File: config.mk
export PLATFORM = sky130hd
export DESIGN_NAME = fbp_gate
export DESIGN_NICKNAME = d
export VERILOG_FILES = /design/src/shared/fbp_pkg.sv /design/src/rtl/fbp_prot_table.sv /design/src/rtl/fbp_gate.sv
export VERILOG_INCLUDE_DIRS = /design/src /design/src/shared
export SDC_FILE = /design/constraint.sdc
export NUM_CORES = 1
export LEC_CHECK = 0
export ABC_AREA = 0
export BUFFER_PORTS_ARGS = -buffer_cell sky130_fd_sc_hd__buf_2
export CORE_MARGIN = 3
export CORE_UTILIZATION = 61
export CTS_BUF_LIST = sky130_fd_sc_hd__clkbuf_16
export DETAILED_ROUTE_END_ITERATION = 10
export PLACE_DENSITY = 0.81
export SYNTH_ARGS = -nofsm -noshare
export SYNTH_HDL_FRONTEND = slang
export SYNTH_HIERARCHICAL = 1
export SYNTH_SLANG_ARGS = --single-unit
export TNS_END_PERCENT = 5
File: constraint.sdc
create_clock -name CORE_CLK -period 5.9 [get_ports CORE_CLK]
set_input_delay 1.18 -clock CORE_CLK [delete_from_list [all_inputs] [get_ports CORE_CLK]]
set_output_delay 1.18 -clock CORE_CLK [all_outputs]
set_load 0.02 [all_outputs]
File: src/shared/fbp_regs.svh
`ifndef FBP_REGS_SVH
`define FBP_REGS_SVH
`define FBP_FLASH_BYTES   262144
`define FBP_ERASE_BYTES   1024
`define FBP_PROT_BYTES    2048
`define FBP_ADDR_W        18
`define FBP_UNIT_LSB      11
`define FBP_NUM_UNITS     128
`define FBP_ERASED_WORD   32'hFFFFFFFF
`endif

File: src/shared/fbp_pkg.sv
package fbp_pkg;
    typedef enum logic [1:0] {
        FBP_PROT_OPEN  = 2'b00,
        FBP_PROT_RDONLY = 2'b01,
        FBP_PROT_XONLY = 2'b10
    } fbp_prot_t;
    typedef enum logic [2:0] {
        FBP_OP_NONE  = 3'b000,
        FBP_OP_FETCH = 3'b001,
        FBP_OP_DREAD = 3'b010,
        FBP_OP_DBGRD = 3'b011,
        FBP_OP_PROG  = 3'b100,
        FBP_OP_ERASE = 3'b101
    } fbp_op_t;
endpackage

File: src/rtl/fbp_prot_table.sv
`include "fbp_regs.svh"
module fbp_prot_table
    import fbp_pkg::*;
#(
    parameter int UNITS = `FBP_NUM_UNITS
) (
    input  wire logic                     clk,
    input  wire logic                     rst_n,
    input  wire logic                     set_en,
    input  wire logic [$clog2(UNITS)-1:0] set_unit,
    input  wire fbp_prot_t                set_val,
    input  wire logic [$clog2(UNITS)-1:0] look_unit,
    output fbp_prot_t                     look_val
);
    localparam int IDX_W = $clog2(UNITS);
    fbp_prot_t prot [UNITS];
    genvar g;
    generate
        for (g = 0; g < UNITS; g++) begin : g_unit
            always_ff @(posedge clk) begin
                if (!rst_n) begin
                    prot[g] <= FBP_PROT_OPEN;
                end else if (set_en && set_unit == IDX_W'(g)) begin
                    prot[g] <= set_val;
                end
            end
        end
    endgenerate
    assign look_val = prot[look_unit];
endmodule

File: src/rtl/fbp_gate.sv
// Notes on behaviour
// - Array is 256 KB; every access is decoded against that size.
// - Erase acts on exactly one 1-KB unit, leaving others untouched.
// - An erased unit reads back all ones in every word.
// - Protection is held per pair of erase units, a 2-KB unit.
// - Each protection unit may be open, read-only or execute-only.
// - Read-only units refuse every erase and program request.
// - Execute-only units refuse writes and all reads except instruction fetch.
`include "fbp_regs.svh"
module fbp_gate
    import fbp_pkg::*;
#(
    parameter int ADDR_W = `FBP_ADDR_W,
    parameter int UNITS  = `FBP_NUM_UNITS
) (
    input  wire logic              CORE_CLK,
    input  wire logic              RST_N,
    input  wire logic              REQ_VALID,
    input  wire fbp_op_t           REQ_OP,
    input  wire logic [31:0]       REQ_ADDR,
    input  wire logic [31:0]       REQ_WDATA,
    input  wire logic              PROT_SET,
    input  wire logic [6:0]        PROT_UNIT,
    input  wire fbp_prot_t         PROT_VAL,
    input  wire logic [31:0]       ARR_RDATA,
    output logic                   ARR_RD,
    output logic                   ARR_PROG,
    output logic                   ARR_ERASE,
    output logic [ADDR_W-1:0]      ARR_ADDR,
    output logic [31:0]            ARR_WDATA,
    output logic                   RESP_VALID,
    output logic [31:0]            RESP_RDATA,
    output logic                   RESP_DENIED,
    output logic                   VIOLATION
);
    ////////////////////////////////////////////////////////////////////////
    localparam int EUNITS = 2 * UNITS;
    localparam int EU_W   = $clog2(EUNITS);
    localparam int EU_LSB = $clog2(`FBP_ERASE_BYTES);

    logic [$clog2(UNITS)-1:0] unit;
    logic [EU_W-1:0]          eunit;
    fbp_prot_t                prot;
    logic                     in_range;
    logic                     is_write;
    logic                     is_read;
    logic                     deny;
    logic                     go;
    logic                     rd_go;
    logic                     prog_go;
    logic                     erase_go;
    logic                     blank_hit;
    logic [31:0]              rd_word;
    logic                     rd_pend;
    logic                     rd_blank;
    logic                     ack_pend;
    logic                     deny_pend;
    logic                     blank [EUNITS];

    // Addresses above the array would alias onto low units in the table lookup.
    // The range check refuses them before the lookup result can matter.
    // range decode.
    assign in_range = REQ_ADDR < 32'(`FBP_FLASH_BYTES);
    assign unit     = REQ_ADDR[`FBP_UNIT_LSB +: $clog2(UNITS)];
    assign eunit    = REQ_ADDR[EU_LSB +: EU_W];
    assign is_write = REQ_OP == FBP_OP_PROG || REQ_OP == FBP_OP_ERASE;
    assign is_read  = REQ_OP == FBP_OP_FETCH || REQ_OP == FBP_OP_DREAD || REQ_OP == FBP_OP_DBGRD;
    // A fetch is the only read that an execute-only unit lets through.
    // Writes need an open unit, whichever protection is set.
    // protection check.
    assign deny = !in_range
                || (is_write && prot != FBP_PROT_OPEN)
                || (prot == FBP_PROT_XONLY && is_read && REQ_OP != FBP_OP_FETCH);
    assign go        = REQ_VALID && (is_read || is_write);
    assign rd_go     = go && is_read && !deny;
    assign prog_go   = go && REQ_OP == FBP_OP_PROG && !deny;
    assign erase_go  = go && REQ_OP == FBP_OP_ERASE && !deny;
    assign blank_hit = blank[eunit];
    assign rd_word   = rd_blank ? `FBP_ERASED_WORD : ARR_RDATA;

    fbp_prot_table #(
        .UNITS (UNITS)
    ) u_table (
        .clk       (CORE_CLK),
        .rst_n     (RST_N),
        .set_en    (PROT_SET),
        .set_unit  (PROT_UNIT),
        .set_val   (PROT_VAL),
        .look_unit (unit),
        .look_val  (prot)
    );

    ////////////////////////////////////////////////////////////////////////
    // An erase marks its unit blank and a program clears the mark, so the gate itself
    // guarantees the erased image on reads. Reset leaves every unit unmarked, because
    // the contents before reset are not known.
    genvar e;
    generate
        for (e = 0; e < EUNITS; e++) begin : g_blank
            always_ff @(posedge CORE_CLK) begin
                if (!RST_N) begin
                    blank[e] <= 1'b0;
                end else if (erase_go && eunit == EU_W'(e)) begin
                    blank[e] <= 1'b1;
                end else if (prog_go && eunit == EU_W'(e)) begin
                    blank[e] <= 1'b0;
                end
            end
        end
    endgenerate

    ////////////////////////////////////////////////////////////////////////
    always_ff @(posedge CORE_CLK) begin
        if (!RST_N) begin
            ARR_RD    <= 1'b0;
            ARR_PROG  <= 1'b0;
            ARR_ERASE <= 1'b0;
            ARR_ADDR  <= '0;
            ARR_WDATA <= 32'h00000000;
            rd_pend   <= 1'b0;
            rd_blank  <= 1'b0;
            ack_pend  <= 1'b0;
            deny_pend <= 1'b0;
        end else begin
            ARR_RD    <= rd_go;
            ARR_PROG  <= prog_go;
            ARR_ERASE <= erase_go;
            ARR_ADDR  <= REQ_ADDR[ADDR_W-1:0];
            ARR_WDATA <= REQ_WDATA;
            rd_pend   <= rd_go;
            rd_blank  <= rd_go && blank_hit;
            ack_pend  <= go;
            deny_pend <= go && deny;
        end
    end

    // The array answers in the cycle of its read strobe. Every answer leaves two edges after
    // its request, whatever its kind, so a refusal right behind a granted read cannot land
    // on the read's answer.
    always_ff @(posedge CORE_CLK) begin
        if (!RST_N) begin
            RESP_VALID  <= 1'b0;
            RESP_RDATA  <= 32'h00000000;
            RESP_DENIED <= 1'b0;
            VIOLATION   <= 1'b0;
        end else begin
            RESP_VALID  <= ack_pend;
            RESP_RDATA  <= rd_pend ? rd_word : 32'h00000000;
            RESP_DENIED <= deny_pend;
            VIOLATION   <= VIOLATION || (go && deny);
        end
    end
endmodule

=== After elaboration in Yosys (flattened, before gate mapping) ===
Memories as Yosys holds them, arrays and structs flattened.
Cells that the tools add are included.

* Bits in writable memories: 512
* Input port bits: 112
* Memories kept: 2
* Register bits: 91

{| class="wikitable"
|+ Memory list
! memory !! depth !! bits a word !! read ports !! clocked after memory_dff !! wr ports !! RTL line !! source
|-
| blank || 256 || 1 || 1 || 0 || 256 || fbp_gate.sv:58 || <nowiki>logic blank [EUNITS];</nowiki>
|-
| u_table.prot || 128 || 2 || 1 || 0 || 128 || fbp_prot_table.sv:16 || <nowiki>fbp_prot_t prot [UNITS];</nowiki>
|}

* Bitwise logic cells: 640
* Multiplexer cells: 2,818
* Eq/ne operators: 389
* Reduce and logical (&&, ||, !) cells: 665
* Magnitude comparators: 1

{| class="wikitable"
|+ Operators by type and width
! operator !! count
|-
| 1-bit 2-to-1 mux || 2,689
|-
| 8-bit equality test, second input constant || 128
|-
| 1-bit logical AND || 652
|-
| 1-bit bitwise OR || 640
|-
| 8-bit by 7-bit equality test with 1-bit output, second input constant || 64
|-
| 7-bit equality test, second input constant || 64
|-
| 8-bit by 6-bit equality test with 1-bit output, second input constant || 32
|-
| 2-bit 2-to-1 mux || 128
|-
| 7-bit by 6-bit equality test with 1-bit output, second input constant || 32
|-
| 8-bit by 5-bit equality test with 1-bit output, second input constant || 16
|-
| 7-bit by 5-bit equality test with 1-bit output, second input constant || 16
|-
| 8-bit by 4-bit equality test with 1-bit output, second input constant || 8
|-
| 7-bit by 4-bit equality test with 1-bit output, second input constant || 8
|-
| 8-bit by 3-bit equality test with 1-bit output, second input constant || 4
|-
| 32-bit by 19-bit less-than comparator with 1-bit output, second input constant || 1
|-
| 32-bit 2-to-1 mux || 1
|-
| 7-bit by 3-bit equality test with 1-bit output, second input constant || 4
|-
| 8-bit by 2-bit equality test with 1-bit output, second input constant || 2
|-
| 7-bit by 2-bit equality test with 1-bit output, second input constant || 2
|-
| 8-bit by 1-bit equality test with 1-bit output, second input constant || 1
|-
| 8-bit zero test || 1
|-
| 7-bit by 1-bit equality test with 1-bit output, second input constant || 1
|-
| 7-bit zero test || 1
|-
| 1-bit logical OR || 7
|-
| other kinds (8) || 11
|}

=== Logic depth before layout (Yosys ltp) ===
* Depth after elaboration: 14
* Mapped depth: 16
* Mapped depth without buffers: 10

=== Modules after synthesis ===
The synthesis kept the hierarchy.

{| class="wikitable"
|+ By module, submodules not included
! module !! times used !! cells an instance !! area an instance (um^2)
|-
| fbp_gate || 1 || 1,379 || 15,608.7
|-
| fbp_prot_table || 1 || 975 || 12,171.7
|}

=== Worst setup path after synthesis ===
Ideal clock, no wire load.

* Path kind: input to register
* Start: in REQ_ADDR[13]
* End: mem blank[100] (enable)
* Buffers on the path: 5
* Stages on the path: 15
* Arrival: 4,632 ps
* Setup slack: 958 ps
* Cell sequence: clkbuf_1 buf_2 clkbuf_1 mux4_2 mux2_2 o22ai_1 nor3_1 or4_1 o21a_1 nor3_2 o2111a_2 buf_6 nand3_1 clkbuf_1 o21ai_0

{| class="wikitable"
|+ RTL lines
! item !! RTL line !! source
|-
| start, declared || fbp_gate.sv:20 || <nowiki>input wire logic [31:0] REQ_ADDR,</nowiki>
|-
| end, declared || fbp_gate.sv:58 ||
|}

==> reports/results.env <==
OUTCOME='completed'
TYPE_OF_ELEMENT_CAPTURING_THE_CRITICAL_PATH='flip-flop'
SYNTH_COMPOUND_GATE_AREA_SHARE_PCT=8.80
POWER.SHARE.SEQUENTIAL_PCT=52.2
SETUP_VIOL=0
PLACE.DETAILED.HPWL_MM=48.6
GRT_UTIL_ALL_LAYERS_PCT=31.9
SYNTH_SEQ_CELLS=603
POST_ROUTE_CELLS_DRIVE_ABOVE_1_SHARE_PCT=19.8
HOLD_END='RESP_VALID'
PRE_CTS_SLACK_NS=-0.0111
LARGEST_NET_DEGREE_AT_THE_START_OF_GLOBAL_ROUTING=145
TIMING.CRITICAL_PATH.CELLS='buf_2 -> buf_4 -> mux4_2 -> mux2_2 -> o22ai_1 -> nor3_1 -> or4_1 -> o21a_1 -> nor3_2 -> and3_1 -> nand3_1 -> nor2_1'
DRT-PASS1-ITER-COUNT=7
FINAL_CRITICAL_PATH_SETUP_SLACK_NS=0.537
GRT.MET3_USAGE_PCT=8.72
SYNTH_AREA_LEADERS='edfxtp_1 55%, mux4_2 8.4%, nor2_1 8.0%, o21ai_0 6.9%, dfxtp_1 6.6%'
WIRELENGTH_MM=77.0
GRT_MOST_USED_LAYER='met2'
REG2REG_DEPTH=10
POWER_FRAC_COMB_PCT=7.5
SHARE_OF_SYNTHESIZED_FLIP_FLOPS_WITH_AN_ASYNCHRONOUS_SET_OR_RESET_PCT=0
P_SW_W=0.00210
HOLD_BUFS_AT_CTS=0
CAP_VIOLATIONS=0
DRT_DRC_VIOLATIONS_LEFT=0
WORST_HOLD_PATH.NUM_CELLS=1
GR-TOTAL-OVERFLOW=0
ROUTE.ANTENNA.REMAINING_NETS=0
PORTBUFFERS=199
TIMING.CRITICAL_PATH.SLOWEST_STAGE_CELL='and3_1'
POSTSYNTH.TOPFLOPCELL='edfxtp_1'
HTREE_NUM_LEVELS=2
GR-USAGE-MET1_PCT=41.2
FINISH.NET_COUNT=2531
GROUTE.LAYER.MET2.USAGE_PCT=50.4
YOSYS.AREA.TOP_TYPE='edfxtp_1'
COREAREA_UM2=44600
ROUTED-VIA-COUNT=20500
WORSTSETUPPATHTYPE='in -> reg'
BUFFERS_AND_INVERTERS_ON_THE_WORST_PATH=2
CLKTRANSATPATHREGS_NS=0.06
YS_SEQ_AREA_SHARE_PCT=61.9
SYNTHESIS.YOSYS.WARNINGS=6
ROWS=77
SYNTH_FP_NETS=2466
DIE_AREA_UM2=48100
CTS-ROOT-BUF='clkbuf_16'
CLOCK_TREE.BUFFER_DEPTH=3
DELAY_CONTRIBUTED_BY_THE_SLOWEST_STAGE_OF_THE_CRITICAL_PATH_NS=0.81
REG2REG_TO='blank[124]'
ACHIEVABLE-FREQUENCY_GHz=0.186
MOST_COMMON_CELL_IN_THE_NETLIST='nor2_1'
WORSTPATHARRIVAL_NS=5.82
MAXSLEWHEADROOM_PCT=22.8
HP-START='ack_pend'
POWER.LEAKAGE_nW=10.7
PIN_COUNT=200
YOSYS.AREA_SHARE.SIMPLE_PCT=13.4
WORST_R2R_STARTPOINT='u_table/prot[1][1]'
FP.DIEW_UM=219
COMBINATIONAL_FAMILY_WITH_THE_MOST_AREA_AFTER_SYNTHESIS='simple AND/OR/NAND/NOR gates'
SYNTH_COMMONEST_CELLS='590 x nor2_1, 511 x edfxtp_1, 385 x o21ai_0'
POST_CTS.REPAIR.SETUP_BUFFERS=0
CTS.REPAIR.RESIZED=0
FIN_WORST_SKEW_NS=0.0339
DIE-HEIGHT_UM=219
FINAL_CORE_DENSITY_PCT=69.2
SYNTHDISTINCTLIBCELLS=57
SYNTHESIS.INSTANCES=2354
TIMING_WORST_SLEW_PIN_VALUE_NS=1.16
CLOCK_INSERTION_DELAY_WORST_SKEW_NS=0.64
YOSYS.AREA.TOP_TYPE_SHARE_PCT=55.2
ANTENNA_VIOLATIONS_BEFORE_REPAIR=5
NETLIST_AREA_UM2=27800
R2R_SETUP_SLACK_NS=1.18
POWER.SHARE.CLOCK_PCT=40.3
CTS-BUFFERS-INSERTED=60
FINALCRITICALPERIOD_NS=5.36
AREAGROWTHSYNTHTOFINISH_PCT=11.1
FINALWEIGHTEDCONGESTION=0.891
WIRELENGTH_PER_CELL_UM=25.1
SWSHARE_PCT=22.8
TIMING_MAX_TRANSITION_VIOLATIONS_FINAL=0
DR.FIRST_ITER.DRC_COUNT=3091
SYNTH-EDFF-COUNT=511
YOSYS.AREA_SHARE.XOR_XNOR_PCT=0
CRITPATHTOPFAMILY='simple AND/OR/NAND/NOR gates'
CRIT_REQUIRED_NS=6.36
VIAS_IN_THE_FIRST_GLOBAL_ROUTE=20300
POST_SYNTH_MUX_AREA_SHARE_PCT=11.8
FIN_CRIT_SH_PCT=90.9
CP_MAX_FO=22
RSZ0062_AT_GRT='no'
GRT_PASS1_WL_MM=116
TRITONCTS_NUM_SINKS=603
AVGVIACOUNTPERCELL=6.70
HOLD_VIOL=0
POWER_PER_CELL_AREA_nW_PER_UM2=299
WORSTSETUPSTARTPOINTTYPE='input port'
CTS_TREE='done'
SYNTH_ADDER_AREA_SHARE_PCT=0
SYNTHESIS.AREA_PER_INSTANCE_UM2=11.8
P_INT_W=0.00712
INITIAL_CORE_UTIL_PCT=62.3
HOLD_CLASS='reg -> reg'
MAX-VDD-IR-DROP_uV=232
-- flip-flops by register name, summed over array words and instances (netlist names), 18 cells and up --
signal        count
blank           256
u_table/prot    256
ARR_WDATA        32
RESP_RDATA       32
ARR_ADDR         18
-- power groups by stage --
stage	clock network (W)	logic (W)	registers, W
floorplan	0	0.000445	0.00490
global placement	0	0.000642	0.00489
detailed placement	0	0.000667	0.00490
CTS	0.00373	0.000673	0.00481
global route	0.00390	0.000729	0.00482
finish	0.00372	0.000688	0.00481
-- layout make-up --
class | instances | area, µm²
diodes | 2 | 5.00
well taps | 592 | 741
repair buffers | 269 | 1570
multi-input cells | 1483 | 9440
clock inverters | 47 | 285
inverters | 2 | 7.51
fillers | 2975 | 13800
clock buffers | 65 | 1630
flip-flops and latches | 603 | 17200
-- cells in the final DEF, fill, tap and decap left out, types with 3 or more instances in the layout --
cell type	count
nand2b_1	24
edfxtp_1	511
mux4_2	104
mux2i_1	49
a22o_1	4
a21oi_1	17
nor2b_1	22
dfxtp_1	92
nor3_1	6
nor2_1	590
nand3_2	9
mux2_2	11
bufinv_16	3
clkbuf_16	65
o21ai_0	385
a211oi_1	4
nand4_1	10
nand3b_1	4
clkinv_2	14
nor4_1	6
nand2_1	56
buf_4	70
inv_1	17
buf_2	195
mux4_1	12
a22oi_1	24
and2_1	62
o22ai_1	8
clkinv_1	10
nand3_1	39
and3_1	4
-- layer usage --
| layer | wire length (µm) | up-vias | part of all wire (%) |
|---|---|---|---|
| li1 | - | 8601 | - |
| met1 | 25600 | 9888 | 33 |
| met2 | 36100 | 1705 | 47 |
| met3 | 11100 | 337 | 14 |
| met4 | 4150 | 6 | 5.4 |
| met5 | 37 | - | 0.048 |
-- worst max-delay path by stage --
stage	start	endpoint	slack, ns	cells past startpoint
2_1_floorplan	REQ_ADDR[13]	blank[100]	0.96	15
3_3_place_gp	REQ_ADDR[11]	blank[125]	0.15	11
3_5_place_dp	REQ_ADDR[12]	blank[124]	-0.01	12
4_1_cts	REQ_ADDR[12]	blank[124]	0.56	12
5_1_grt	REQ_ADDR[12]	blank[124]	0.28	12
6_report	REQ_ADDR[12]	blank[124]	0.54	12
-- metrics by stage --
stage / hold slack (ns) / cell area (µm²) / setup TNS [ns] / std cells / power, W
6_report: 0.438 / 30900 / 0 / 3063 / 0.00922
5_1_grt: 0.455 / 30900 / 0 / 3063 / 0.00945
4_1_cts: 0.441 / 30900 / 0 / 3061 / 0.00922
3_5_place_dp: 0.427 / 28900 / -0.0111 / 2949 / 0.00557
3_3_place_gp: 0.422 / 28900 / 0 / 2949 / 0.00553
2_1_floorplan: 0.412 / 27800 / 0 / 2354 / 0.00535
-- kinds of logic after synthesis --
logic type / after synthesis
DFF: 603
muxes: 176
and+or+nand+nor: 849
buffers and inverters: 268
AOI/OAI and AO/OA: 458
No activity file was read; power rests on OpenSTA's default activity.
